--- src/shared/scr_pkg.sv ---
// constants shared by the sysref clock control register bank
// assumes a single 40 MHz core clock; serial port pins are asynchronous
package scr_pkg;

  // ----------------------------------------------------------------------
  // serial frame layout
  // ----------------------------------------------------------------------
  localparam int unsigned SCR_SYNC_W     = 4;     // pins passed through sync
  localparam int unsigned SCR_BIT_RW     = 15;    // header bit: 1 = read
  localparam logic [3:0]  SCR_HDR_LAST   = 4'hF;  // 16 header bits
  localparam logic [3:0]  SCR_BYTE_LAST  = 4'h7;  // 8 data bits per byte

  // ----------------------------------------------------------------------
  // register offsets
  // ----------------------------------------------------------------------
  localparam logic [14:0] SCR_OFS_CONFIG_A   = 15'h0000;
  localparam logic [14:0] SCR_OFS_USER_CFG   = 15'h0010;
  localparam logic [14:0] SCR_OFS_CLK_SYSREF = 15'h0029;
  localparam logic [14:0] SCR_OFS_CLK_INMODE = 15'h002A;
  localparam logic [14:0] SCR_OFS_CLK_NOISE  = 15'h002B;
  localparam logic [14:0] SCR_OFS_EDGE_POS0  = 15'h002C;
  localparam logic [14:0] SCR_OFS_EDGE_POS1  = 15'h002D;
  localparam logic [14:0] SCR_OFS_EDGE_POS2  = 15'h002E;

  // ----------------------------------------------------------------------
  // values after reset
  // ----------------------------------------------------------------------
  localparam logic [7:0] SCR_RST_CONFIG_A   = 8'h30;
  localparam logic [7:0] SCR_RST_USER_CFG   = 8'h00;
  localparam logic [7:0] SCR_RST_CLK_SYSREF = 8'h80;
  localparam logic [7:0] SCR_RST_CLK_INMODE = 8'h00;
  localparam logic [7:0] SCR_RST_CLK_NOISE  = 8'h10;

  // config A: bit 7 reads zero, bit 4 always reads one
  localparam logic [7:0] SCR_CFGA_WMASK  = 8'h6F;
  localparam logic [7:0] SCR_CFGA_RO_ONE = 8'h10;

  // ----------------------------------------------------------------------
  // field positions
  // ----------------------------------------------------------------------
  localparam int unsigned SCR_BIT_ASCEND    = 5;
  localparam int unsigned SCR_BIT_ADDR_HOLD = 0;
  localparam int unsigned SCR_BIT_PROC_EN   = 6;
  localparam int unsigned SCR_BIT_RECV_EN   = 5;
  localparam int unsigned SCR_BIT_WSCALE    = 4;
  localparam int unsigned SCR_DSEL_MSB      = 3;
  localparam int unsigned SCR_BIT_POL_FLIP  = 0;
  localparam int unsigned SCR_BIT_SR_LVPECL = 1;
  localparam int unsigned SCR_BIT_DC_LVPECL = 2;
  localparam int unsigned SCR_BIT_VCLK_NS   = 0;
  localparam int unsigned SCR_BIT_VA_NS     = 2;

  // ----------------------------------------------------------------------
  // serial port sequencer states
  // ----------------------------------------------------------------------
  typedef enum logic [1:0] {
    SCR_IDLE = 2'b00,
    SCR_HDR  = 2'b01,
    SCR_DATA = 2'b10
  } scr_state_t;

endpackage : scr_pkg

--- src/core/scr_sync.sv ---
// two-stage synchroniser for the asynchronous pins of the register bank
// assumes the pins are quasi-static relative to the 40 MHz clock
`timescale 1ns/1ps
module scr_sync
  import scr_pkg::*;
(
  // clock and reset
  input  wire logic                  clk,
  input  wire logic                  rst,
  // pins in, synchronised levels out
  input  wire logic [SCR_SYNC_W-1:0] async_in,
  output logic      [SCR_SYNC_W-1:0] sync_out
);
  import scr_pkg::*;

  // ----------------------------------------------------------------------
  // state
  // ----------------------------------------------------------------------
  typedef struct packed {
    logic [SCR_SYNC_W-1:0] meta;   // first stage, read only by second
    logic [SCR_SYNC_W-1:0] stab;   // second stage, safe to use
  } scr_sync_st_t;

  scr_sync_st_t state_ff;          // registered state
  scr_sync_st_t nxt_state;         // next state

  // shift pins through both stages
  always_comb begin
    nxt_state      = state_ff;
    nxt_state.meta = async_in;
    nxt_state.stab = state_ff.meta;
  end

  // register; reset clears both stages, so select looks active for two
  // clocks after reset, which is harmless because no frame starts
  // without serial clock edges, and the serial clock idles low
  always_ff @(posedge clk) begin
    if (rst) begin
      state_ff <= '0;
    end else begin
      state_ff <= nxt_state;
    end
  end

  assign sync_out = state_ff.stab;

endmodule : scr_sync

--- src/core/scr_sysref_regs.sv ---
// sysref clock control register bank behind the serial configuration port
// assumes a mode-0 serial host running its clock at most clk/8
//
// Summary of operation
// address hold keeps streaming address fixed
// hold clear, address steps by direction
// direction one increments, zero decrements
// processor enable gates sysref event handling
// host enables receiver before processor
// receiver enable bit powers receiver
// window scale selects finer delay steps
// host sets scale on multiple windows
// four-bit delay choice selects capture delay
// host picks delay from edge position
// edge position reads as 24-bit status
// polarity flip inverts alignment sysref
// host writes reserved fields with defaults
// reset values 0x80, 0x00, 0x10
// read-write fields read back last write
`timescale 1ns/1ps
module scr_sysref_regs
  import scr_pkg::*;
(
  // clock and reset
  input  wire logic        clk,
  input  wire logic        rst,
  // serial configuration port pins
  input  wire logic        spi_sclk,
  input  wire logic        spi_cs_n,
  input  wire logic        spi_sdi,
  output logic             spi_sdo,
  // sysref pin and position detector status
  input  wire logic        sysref_pin,
  input  wire logic [23:0] sysref_edge_position,
  // control towards the clocking circuits
  output logic             sysref_processor_enable,
  output logic             sysref_receiver_enable,
  output logic             sysref_window_scale,
  output logic [3:0]       sysref_delay_choice,
  output logic             sysref_polarity_flip,
  output logic             sysref_lvpecl_enable,
  output logic             devclk_lvpecl_enable,
  output logic             va11_noise_suppress,
  output logic             vclk11_noise_suppress,
  // processed sysref event
  output logic             sysref_event
);
  import scr_pkg::*;

  // ----------------------------------------------------------------------
  // state
  // ----------------------------------------------------------------------
  typedef struct packed {
    scr_state_t  st;        // sequencer state
    logic [3:0]  bitcnt;    // bit within header or byte
    logic [15:0] in_sr;     // shift-in register
    logic [7:0]  out_sr;    // shift-out register
    logic [14:0] addr;      // current streaming address
    logic        rd;        // frame is a read
    logic        sdo;       // serial data out
    logic        sclk_d;    // delayed clock for edge detect
    logic        srx_d;     // previous conditioned sysref
    logic        evt;       // sysref event pulse
    logic [7:0]  cfg_a;     // direction and reserved bits
    logic [7:0]  usr;       // user serial configuration
    logic [7:0]  ctl0;      // sysref clock control
    logic [7:0]  ctl1;      // clock input mode control
    logic [7:0]  ctl2;      // supply noise control
  } scr_regs_st_t;

  scr_regs_st_t state_ff;          // registered state
  scr_regs_st_t nxt_state;         // next state

  logic [SCR_SYNC_W-1:0] pins_s;   // synchronised pins
  logic s_sclk;                    // synced serial clock
  logic s_cs_n;                    // synced chip select
  logic s_sdi;                     // synced serial data in
  logic s_sysref;                  // synced sysref
  logic rise;                      // serial clock rising
  logic fall;                      // serial clock falling
  logic byte_done;                 // last bit of a data byte taken
  logic [7:0]  wbyte;              // completed data byte
  logic [14:0] hdr_addr;           // address in completed header
  logic srx;                       // conditioned sysref level

  // ----------------------------------------------------------------------
  // pin synchronisation
  // ----------------------------------------------------------------------
  scr_sync u_sync (
    .clk      (clk),
    .rst      (rst),
    .async_in ({sysref_pin, spi_sdi, spi_cs_n, spi_sclk}),
    .sync_out (pins_s)
  );

  assign s_sclk   = pins_s[0];
  assign s_cs_n   = pins_s[1];
  assign s_sdi    = pins_s[2];
  assign s_sysref = pins_s[3];

  assign rise      = s_sclk & ~state_ff.sclk_d;
  assign fall      = ~s_sclk & state_ff.sclk_d;
  assign byte_done = (state_ff.st == SCR_DATA) & ~s_cs_n & rise &
                     (state_ff.bitcnt == SCR_BYTE_LAST);
  assign wbyte     = {state_ff.in_sr[6:0], s_sdi};
  assign hdr_addr  = {state_ff.in_sr[13:0], s_sdi};

  // polarity inversion
  // receiver gating
  assign srx = state_ff.ctl0[SCR_BIT_RECV_EN] &
               (s_sysref ^ state_ff.ctl1[SCR_BIT_POL_FLIP]);

  // ----------------------------------------------------------------------
  // helpers
  // ----------------------------------------------------------------------
  // read decode, used at header end and at every byte end
  function automatic logic [7:0] rd_byte(input logic [14:0] a);
    case (a)
      SCR_OFS_CONFIG_A:   rd_byte = (state_ff.cfg_a & SCR_CFGA_WMASK) |
                                    SCR_CFGA_RO_ONE;
      SCR_OFS_USER_CFG:   rd_byte = state_ff.usr;
      SCR_OFS_CLK_SYSREF: rd_byte = state_ff.ctl0;
      SCR_OFS_CLK_INMODE: rd_byte = state_ff.ctl1;
      SCR_OFS_CLK_NOISE:  rd_byte = state_ff.ctl2;
      // edge position status
      SCR_OFS_EDGE_POS0:  rd_byte = sysref_edge_position[7:0];
      SCR_OFS_EDGE_POS1:  rd_byte = sysref_edge_position[15:8];
      SCR_OFS_EDGE_POS2:  rd_byte = sysref_edge_position[23:16];
      default:            rd_byte = 8'h00;  // unmapped reads zero
    endcase
  endfunction : rd_byte

  // next streaming address; wraps within the 15-bit space
  function automatic logic [14:0] step_addr(input logic [14:0] a);
    // address hold
    if (state_ff.usr[SCR_BIT_ADDR_HOLD]) begin
      step_addr = a;
    // direction step
    end else if (state_ff.cfg_a[SCR_BIT_ASCEND]) begin
      step_addr = a + 15'h0001;
    end else begin
      step_addr = a - 15'h0001;
    end
  endfunction : step_addr

  // ----------------------------------------------------------------------
  // serial sequencer, register writes and sysref processing
  // ----------------------------------------------------------------------
  always_comb begin
    nxt_state        = state_ff;
    nxt_state.sclk_d = s_sclk;
    if (s_cs_n) begin
      // deselect aborts any partial byte; nothing is written
      nxt_state.st     = SCR_IDLE;
      nxt_state.bitcnt = 4'h0;
      nxt_state.sdo    = 1'b0;
    end else begin
      case (state_ff.st)
        SCR_IDLE: begin
          nxt_state.st     = SCR_HDR;
          nxt_state.bitcnt = 4'h0;
        end
        SCR_HDR: begin
          if (rise) begin
            nxt_state.in_sr  = {state_ff.in_sr[14:0], s_sdi};
            nxt_state.bitcnt = state_ff.bitcnt + 4'h1;
            if (state_ff.bitcnt == SCR_HDR_LAST) begin
              nxt_state.st     = SCR_DATA;
              nxt_state.bitcnt = 4'h0;
              nxt_state.rd     = state_ff.in_sr[SCR_BIT_RW - 1];
              nxt_state.addr   = hdr_addr;
              nxt_state.out_sr = rd_byte(hdr_addr);
            end
          end
        end
        SCR_DATA: begin
          if (rise) begin
            nxt_state.in_sr  = {state_ff.in_sr[14:0], s_sdi};
            nxt_state.bitcnt = state_ff.bitcnt + 4'h1;
            if (state_ff.bitcnt == SCR_BYTE_LAST) begin
              nxt_state.bitcnt = 4'h0;
              if (!state_ff.rd) begin
                // stored as written
                // delay choice and scale
                case (state_ff.addr)
                  SCR_OFS_CONFIG_A:   nxt_state.cfg_a = wbyte;
                  SCR_OFS_USER_CFG:   nxt_state.usr   = wbyte;
                  SCR_OFS_CLK_SYSREF: nxt_state.ctl0  = wbyte;
                  SCR_OFS_CLK_INMODE: nxt_state.ctl1  = wbyte;
                  SCR_OFS_CLK_NOISE:  nxt_state.ctl2  = wbyte;
                  default: ;          // read-only or unmapped: ignored
                endcase
              end
              nxt_state.addr   = step_addr(state_ff.addr);
              nxt_state.out_sr = rd_byte(step_addr(state_ff.addr));
            end
          end else if (fall) begin
            // data changes on the falling edge, host samples on rising
            nxt_state.sdo    = state_ff.out_sr[7];
            nxt_state.out_sr = {state_ff.out_sr[6:0], 1'b0};
          end
        end
        default: nxt_state.st = SCR_IDLE;
      endcase
    end
    // processor gates events
    nxt_state.srx_d = srx;
    nxt_state.evt   = state_ff.ctl0[SCR_BIT_PROC_EN] & srx & ~state_ff.srx_d;
  end

  // register
  always_ff @(posedge clk) begin
    if (rst) begin
      state_ff       <= '0;
      state_ff.st    <= SCR_IDLE;
      // reset values
      state_ff.cfg_a <= SCR_RST_CONFIG_A;
      state_ff.usr   <= SCR_RST_USER_CFG;
      state_ff.ctl0  <= SCR_RST_CLK_SYSREF;
      state_ff.ctl1  <= SCR_RST_CLK_INMODE;
      state_ff.ctl2  <= SCR_RST_CLK_NOISE;
    end else begin
      state_ff <= nxt_state;
    end
  end

  // ----------------------------------------------------------------------
  // outputs, all straight from flip-flops
  // ----------------------------------------------------------------------
  assign spi_sdo                 = state_ff.sdo;
  assign sysref_processor_enable = state_ff.ctl0[SCR_BIT_PROC_EN];
  assign sysref_receiver_enable  = state_ff.ctl0[SCR_BIT_RECV_EN];
  assign sysref_window_scale     = state_ff.ctl0[SCR_BIT_WSCALE];
  assign sysref_delay_choice     = state_ff.ctl0[SCR_DSEL_MSB:0];
  assign sysref_polarity_flip    = state_ff.ctl1[SCR_BIT_POL_FLIP];
  assign sysref_lvpecl_enable    = state_ff.ctl1[SCR_BIT_SR_LVPECL];
  assign devclk_lvpecl_enable    = state_ff.ctl1[SCR_BIT_DC_LVPECL];
  assign va11_noise_suppress     = state_ff.ctl2[SCR_BIT_VA_NS];
  assign vclk11_noise_suppress   = state_ff.ctl2[SCR_BIT_VCLK_NS];
  assign sysref_event            = state_ff.evt;

  // ----------------------------------------------------------------------
  // assertions
  // ----------------------------------------------------------------------
  addr_hold_a: assert property (@(posedge clk) disable iff (rst)
    byte_done && state_ff.usr[SCR_BIT_ADDR_HOLD]
      |=> state_ff.addr == $past(state_ff.addr))
    else $error("streaming address moved while held");

  addr_up_a: assert property (@(posedge clk) disable iff (rst)
    byte_done && !state_ff.usr[SCR_BIT_ADDR_HOLD] &&
    state_ff.cfg_a[SCR_BIT_ASCEND]
      |=> state_ff.addr == $past(state_ff.addr) + 15'h0001)
    else $error("streaming address did not increment");

  addr_down_a: assert property (@(posedge clk) disable iff (rst)
    byte_done && !state_ff.usr[SCR_BIT_ADDR_HOLD] &&
    !state_ff.cfg_a[SCR_BIT_ASCEND]
      |=> state_ff.addr == $past(state_ff.addr) - 15'h0001)
    else $error("streaming address did not decrement");

  proc_gate_a: assert property (@(posedge clk) disable iff (rst)
    sysref_event |-> $past(sysref_processor_enable) &&
                     $past(sysref_receiver_enable))
    else $error("sysref event while processing disabled");

  pol_flip_a: assert property (@(posedge clk) disable iff (rst)
    sysref_event |-> ($past(s_sysref) ^ $past(sysref_polarity_flip)) &&
                     !($past(sysref_receiver_enable, 2) &&
                       ($past(s_sysref, 2) ^ $past(sysref_polarity_flip, 2))))
    else $error("sysref event not on conditioned rising edge");

  reset_val_a: assert property (@(posedge clk)
    rst |=> state_ff.ctl0 == 8'h80 && state_ff.ctl1 == 8'h00 &&
            state_ff.ctl2 == 8'h10 && !sysref_processor_enable)
    else $error("wrong value after reset");

  wr_back_a: assert property (@(posedge clk) disable iff (rst)
    byte_done && !state_ff.rd && state_ff.addr == SCR_OFS_CLK_INMODE
      |=> state_ff.ctl1 == $past(wbyte))
    else $error("clock input mode write not stored");

  delay_sel_a: assert property (@(posedge clk) disable iff (rst)
    byte_done && !state_ff.rd && state_ff.addr == SCR_OFS_CLK_SYSREF
      |=> sysref_delay_choice == $past(wbyte[3:0]) &&
          sysref_window_scale == $past(wbyte[4]))
    else $error("delay choice or window scale not applied");

  pos_read_a: assert property (@(posedge clk) disable iff (rst)
    state_ff.st == SCR_HDR && rise && !s_cs_n &&
    state_ff.bitcnt == SCR_HDR_LAST && hdr_addr == SCR_OFS_EDGE_POS0
      |=> state_ff.out_sr == $past(sysref_edge_position[7:0]))
    else $error("edge position byte not loaded for read");

endmodule : scr_sysref_regs

--- config.mk ---
export PLATFORM = sky130hd
export DESIGN_NAME = scr_sysref_regs
export DESIGN_NICKNAME = d
export VERILOG_FILES = /design/src/shared/scr_pkg.sv /design/src/core/scr_sync.sv /design/src/core/scr_sysref_regs.sv
export SDC_FILE = /design/constraint.sdc
export NUM_CORES = 1
export LEC_CHECK = 0
export BUFFER_PORTS_ARGS = -buffer_cell sky130_fd_sc_hd__buf_2
export CORE_UTILIZATION = 50
export CTS_CLUSTER_SIZE = 16
export DETAILED_ROUTE_END_ITERATION = 8
export PLACE_DENSITY_LB_ADDON = 0.25
export SLEW_MARGIN = 25
export SYNTH_ARGS = -nofsm -noshare
export SYNTH_HDL_FRONTEND = slang
export SYNTH_SLANG_ARGS = --single-unit
--- constraint.sdc ---
create_clock -name clk -period 4.25 [get_ports clk]
set_clock_uncertainty 0.15 [all_clocks]
set_input_delay 0.85 -clock clk [delete_from_list [all_inputs] [get_ports clk]]
set_output_delay 0.85 -clock clk [all_outputs]
set_load 0.01 [all_outputs]
; Word-level counts from Yosys, hierarchy flattened
; Index checks and enable logic that the tools add are counted.
[word_totals]
reg_bits = 96
in_bits = 30
out_inout_bits = 14
wordCells = 100
[op_classes]
add_sub_neg = 3
eq_ne = 28
mux = 20
bitwise_logic = 13
n_reduce_logical = 19
[ops]
columns = op, count
row1 = "equality test 15 x 6 -> 1 bit, second input constant", 15
row2 = one-hot mux 8 bit (8 select lines), 2
row3 = 2-to-1 mux 15 bit, 7
row4 = one-hot mux 38 bit (2 select lines), 1
row5 = 2-to-1 mux 46 bit, 1
row6 = "equality test 15 x 5 -> 1 bit, second input constant", 3
row7 = zero test 15 bit, 3
row8 = AND reduction 6 bit, 7
row9 = 2-to-1 mux 24 bit, 1
row10 = 2-to-1 mux 23 bit, 1
row11 = 2-to-1 mux 20 bit, 1
row12 = 2-to-1 mux 8 bit, 2
row13 = "adder 15 x 1 -> 15 bit, second input constant", 1
row14 = "subtractor 15 x 1 -> 15 bit, second input constant", 1
row15 = one-hot mux 4 bit (3 select lines), 1
row16 = AND reduction 3 bit, 3
row17 = AND reduction 4 bit, 2
row18 = inverter 1 bit, 7
row19 = 2-to-1 mux 6 bit, 1
row20 = "inequality test 2 bit, second input constant", 3
row21 = one-hot mux 2 bit (3 select lines), 1
row22 = bitwise AND 1 bit, 5
row23 = "adder 4 x 1 -> 4 bit, second input constant", 1
row24 = "equality test 4 x 3 -> 1 bit, second input constant", 1
row25 = 12 further kinds, 12

; Depth between registers and ports, before layout
[depth]
depth_word = 12
depth_mapped = 12

; Cells and area by module
; A second synthesis with hierarchy kept.
[hier_totals]
hier_cells = 752
hier_area_um2 = 6089.6
[by_module_without_submodules]
columns = mod, instances, cells_each, area_each_um2, seq_area_each_um2
row1 = scr_sysref_regs, 1, 736, 5879.4, 1741.7
row2 = scr_sync, 1, 16, 210.2, 160.2

; Worst setup path after synthesis
; OpenSTA, ideal clock, no wires.
[synth_path]
path_type = flip-flop to flip-flop
from = register state_ff[37] (netlist name)
to = register state_ff[64] (netlist name)
arrival_time_ns = 3.230
t_required_ns = 3.997
setup_slack_ns = 0.766
path_stages_with_launch = 11
path_buffers = 0
synth_period_minus_slack_ns = 3.484
path_cell_list = dfxtp_1 inv_1 fa_1 a21o_1 a221oi_1 o41ai_1 a311oi_1 mux2i_1 xor2_1 nand4b_1 a2111oi_2
[synth_via]
elab_chain_len = 11
elab_cells_between_ends = 18
classes_between = eq/ne: 7 / mux: 10 / reduce/logical: 1
[synth_lines]
columns = element, line_no
row1 = "start, declared", scr_sysref_regs.sv:71  ; scr_regs_st_t state_ff;
row2 = "start signal, assigned", scr_sysref_regs.sv:223  ; state_ff <= nxt_state;
row3 = 2-to-1 mux 15 bit (*), scr_sysref_regs.sv:139  ; end else if (state_ff.cfg_a[SCR_BIT_ASCEND]) begin
row4 = 2-to-1 mux 15 bit (*), -
row5 = 2-to-1 mux 15 bit (*), scr_sysref_regs.sv:180  ; if (state_ff.bitcnt == SCR_BYTE_LAST) begin
row6 = 2-to-1 mux 15 bit (*), scr_sysref_regs.sv:177  ; if (rise) begin
row7 = 2-to-1 mux 15 bit (*), scr_sysref_regs.sv:158  ; case (state_ff.st)
row8 = 2-to-1 mux 15 bit (*), scr_sysref_regs.sv:152  ; if (s_cs_n) begin
row9 = "equality test 15 x 6 -> 1 bit, or another cell as far along", scr_sysref_regs.sv:118  ; case (a)
row10 = one-hot mux 8 bit (8 select lines) (*), scr_sysref_regs.sv:118
row11 = 2-to-1 mux 23 bit (*), scr_sysref_regs.sv:180
row12 = 2-to-1 mux 8 bit (*), scr_sysref_regs.sv:177
row13 = one-hot mux 38 bit (2 select lines) (*), scr_sysref_regs.sv:158
; Every way passes the cells marked *; elsewhere a longest branch is shown, timed or not. The select of a mux whose other input is x is not followed.
; A chain may end at the register's enable or synchronous reset.

; Worst setup path in the final report
[layout_path]
from = register state_ff[37] (netlist name)
to = register state_ff[67] (netlist name)
; The elaborated chain is that of the path after synthesis.

==> impl_table.tex <==
\begin{tabular}{lr}
\hline
Metric & Value \\
\hline
\multicolumn{2}{l}{\textbf{Clock network}} \\
\quad \# hold bufs at CTS & 0 \\
\quad Later-pin clock latency in the skew report & 360 ps \\
\quad Clock tree sinks & 95 \\
\quad CTS tree & built \\
\quad Count of buffers added by post-CTS timing repair for setup & 0 \\
\quad Clock Pin Slew Worst Setup and Hold Paths & 70 ps \\
\quad H-tree levels & 3 \\
\quad Number of buffers inserted during clock tree synthesis & 9 \\
\quad CTS root buffer & sky130\_fd\_sc\_hd\_\_clkbuf\_16 \\
\quad CTS Buffer Depth & 2 \\
\quad Post-cts gate resize count & 0 \\
\multicolumn{2}{l}{\textbf{Critical path}} \\
\quad Slowest cell on crit path & sky130\_fd\_sc\_hd\_\_inv\_1 \\
\quad CP cell instances & inv\_1 -> ha\_1 -> a21o\_1 -> a221oi\_1 -> o41ai\_1 -> a311oi\_1 -> mux2i\_1 -> xor2\_1 -> nand4b\_1 -> a2111oi\_2 \\
\quad Cell type group with the largest total delay on the critical path & compound AO/OA/AOI/OAI gates \\
\quad Count of buffer and inverter cells on the critical path & 1 \\
\quad Critical path capture point type & register \\
\quad Type of origin of the critical path & register \\
\quad Largest incremental delay on the critical path & 480 ps \\
\quad Largest fanout of any net on the critical path & 16 \\
\quad Path type of the worst setup path & reg2reg \\
\quad Data required, critical path & $\sim$4400 ps \\
\quad Data arrival time of the worst path & 4090 ps \\
\multicolumn{2}{l}{\textbf{Synth}} \\
\quad Syn\_nets & between 700 and 800 \\
\quad Warnings, synthesis & 0 \\
\quad Number of cells produced by synthesis & 746 \\
\quad Netlist area before placement & 6043 µm² \\
\quad Register bit count reported by yosys & 95 \\
\quad Average size of a mapped cell & a little over 8 µm² \\
\quad Dominant register cell in the synthesized netlist & sky130\_fd\_sc\_hd\_\_dfxtp\_1 \\
\quad Share of synthesized area occupied by flip-flops and latches & 0.3147 \\
\quad Number of distinct library cells after synthesis & between 70 and 80 \\
\quad EDFF count, synth & 0 \\
\quad Synth async-reset ratio & 0 \\
\multicolumn{2}{l}{\textbf{GRT}} \\
\quad Vias in the first global route & 5557 \\
\quad GRT Util Overall & 0.3124 \\
\quad Leftover overflow at the end of global routing & 0 \\
\quad Largest net degree at the start of global routing & 60 \\
\quad Wire length of the first global-routing pass & 30480 µm \\
\quad Number of antenna violations at the first check in global routing & 0 \\
\multicolumn{2}{l}{\textbf{Timing}} \\
\quad Final total negative setup slack & 0 ps \\
\quad Worst max-slew margin expressed relative to the limit & 0.3389 \\
\quad Hold Violations, Final & 0 \\
\quad Clock period minus final worst setup slack & 3987 ps \\
\quad Setup repair after global routing missed its margin & false \\
\quad Hold slack final & 288.5 ps \\
\quad Final setup violating endpoints & 0 \\
\quad Achievable frequency & around 250 MHz \\
\quad Final Cycle Share & 0.9380 \\
\quad Max Transition Viols Final & 0 \\
\quad Measured slew at the worst slew-check pin & 983.5 ps \\
\multicolumn{2}{l}{\textbf{Layout}} \\
\quad Layout cell share with drive strength beyond 1 & 0.1465 \\
\quad Commonest non-fill, non-tap cells in the layout & 126 x sky130\_fd\_sc\_hd\_\_nor2\_1, 95 x sky130\_fd\_sc\_hd\_\_dfxtp\_1, 64 x sky130\_fd\_sc\_hd\_\_nand2\_1, 52 x sky130\_fd\_sc\_hd\_\_mux2i\_1, 43 x sky130\_fd\_sc\_hd\_\_buf\_2 \\
\quad Number of nets at the end of the flow & 824 \\
\quad Area of combinational cells with multiple inputs & 3859 µm² \\
\quad Number of fillers in the final layout & between 1000 and 1500 \\
\quad Area growth from synthesis to final layout & 10.52\% \\
\quad Diode count & 0 \\
\quad Most frequent standard cell in the layout excluding fill and tap cells & sky130\_fd\_sc\_hd\_\_nor2\_1 \\
\quad Sequential cell area & between 1500 and 2000 µm² \\
\multicolumn{2}{l}{\textbf{Floorplan}} \\
\quad Die Height & 111.9 µm \\
\quad Area of the core region & $\sim$12000 µm² \\
\quad \# rows & 39 \\
\quad I/O pin total & 44 \\
\quad Horizontal die dimension & roughly 110 µm \\
\quad Area enclosed by the die boundary & 12530 µm² \\
\quad Starting density of the core & 0.5204 \\
\multicolumn{2}{l}{\textbf{Detailed routing}} \\
\quad Drt via density & about 6.6 \\
\quad DRT Pass-1 Iters & 9 \\
\quad Remaining number of nets flagged by the antenna check after routing & 0 \\
\quad Wire length per cell & 21.04 µm \\
\quad Number of design-rule violations left by the first detailed-router iteration & 866 \\
\quad DRC viols & 1 \\
\quad Final WL & 19380 µm \\
\quad Total number of vias & 6093 \\
\multicolumn{2}{l}{\textbf{Pwr}} \\
\quad Maximum vdd ir drop & approximately 0.00028 V \\
\quad Cell area power density & 304.6 nW/µm² \\
\quad Leak & 2.610 nW \\
\multicolumn{2}{l}{\textbf{Flow run}} \\
\quad Max-cap violation count & 0 \\
\multicolumn{2}{l}{\textbf{Outcome}} \\
\quad Failing checks & design-rule violations \\
\quad Run status & complete, but fails checks \\
\multicolumn{2}{l}{\textbf{Placed design}} \\
\quad DPL Wire Length & between 10000 and 15000 µm \\
\quad Weighted congestion reported at the end of routability-driven placement & 0.9776 \\
\quad Number of port buffers & 43 \\
\multicolumn{2}{l}{\textbf{Hold path}} \\
\quad Worst hold path type & reg2reg \\
\hline
\end{tabular}
## synth_stat cells (all sizes together) (12+ instances only)
master,instances,share of area
nand3,13,0.011
a222oi,12,0.020
a21oi,32,0.027
clkbuf,37,0.023
mux2i,52,0.086
a221oi,20,0.029
nor4,12,0.019
dfxtp,95,0.31
nor2,127,0.079
o21ai,29,0.024
nor3,32,0.028
nand2,64,0.040
a32oi,16,0.023
mux2,12,0.022
a211oi,14,0.018
nor2b,12,0.012
ha,20,0.041
inv,20,0.012
## worst register-to-register path: stages, from the launching register on
cell                        delay [ps]
sky130_fd_sc_hd__dfxtp_1           340
sky130_fd_sc_hd__inv_1             480
sky130_fd_sc_hd__ha_1              410
sky130_fd_sc_hd__a21o_1            230
sky130_fd_sc_hd__a221oi_1          390
sky130_fd_sc_hd__o41ai_1           140
sky130_fd_sc_hd__a311oi_1          330
sky130_fd_sc_hd__mux2i_1           350
sky130_fd_sc_hd__xor2_1            270
sky130_fd_sc_hd__nand4b_1          390
sky130_fd_sc_hd__a2111oi_2         410
## worst paths after layout
path	from	to	slack, ps	depth (start not counted)
max reg2reg	state_ff[37]	state_ff[67]	260	10
min	u_sync.nxt_state[3]	u_sync.sync_out[3]	290	1
min reg2reg	u_sync.nxt_state[3]	u_sync.sync_out[3]	290	1
max	state_ff[37]	state_ff[67]	260	10
## through the flow
stage / utilization / cell area, µm² / total power [mW] / instances / setup slack (ps)
after floorplan: - / 6043 / 1.159 / 746 / 766.2
after global placement: 0.5500 / 6387 / 1.246 / 905 / 475.8
after detailed placement: 0.5500 / 6387 / 1.253 / 905 / 350.6
after CTS: 0.5748 / 6675 / 2.034 / 921 / 304.5
after global routing: 0.5751 / 6679 / 2.113 / 921 / 10.57
final: 0.5751 / 6679 / 2.034 / 921 / 263.4
## sequential cells by signal, summed over array words and instances, names as in the netlist, 4 cells and up
name and count:
state_ff 59, u_sync.nxt_state 4, sysref_delay_choice 4, hdr_addr 14
u_sync.sync_out 4
## where the power goes
part / switching, mW / leakage [nW] / internal, mW
combinational: 0.183 / 1.70 / 0.108
clock: 0.384 / 0.139 / 0.408
sequential: 0.0331 / 0.770 / 0.917
## area by class of cell
class / count / share of cell area
inverter: 21 / 0.01180
multi-input combinational: 582 / 0.5777
tap: 143 / 0.02679
timing repair buffer: 64 / 0.05583
clock buffer: 9 / 0.03372
clock inverter: 7 / 0.009367
sequential: 95 / 0.2848
## layer usage
metal | vias to the layer above | wire, µm | global-route usage
met4 | 0 | 347 | 0.09333
met5 | - | 0 | 0
met2 | 299 | 8665 | 0.4675
met3 | 37 | 1710 | 0.06042
li1 | 2836 | - | -
met1 | 2921 | 8657 | 0.4526
## cell families after synthesis
kind of cell,after synthesis,share of synthesized area
AOI/OAI and AO/OA,188,0.2327
xor gates and xnor gates,8,0.01159
adders and majority gates,21,0.04472
buffers and inverters,69,0.04741
DFF,95,0.3147
muxes,64,0.1085
and+or+nand+nor,301,0.2404
No activity file was read; power rests on OpenSTA's default activity.
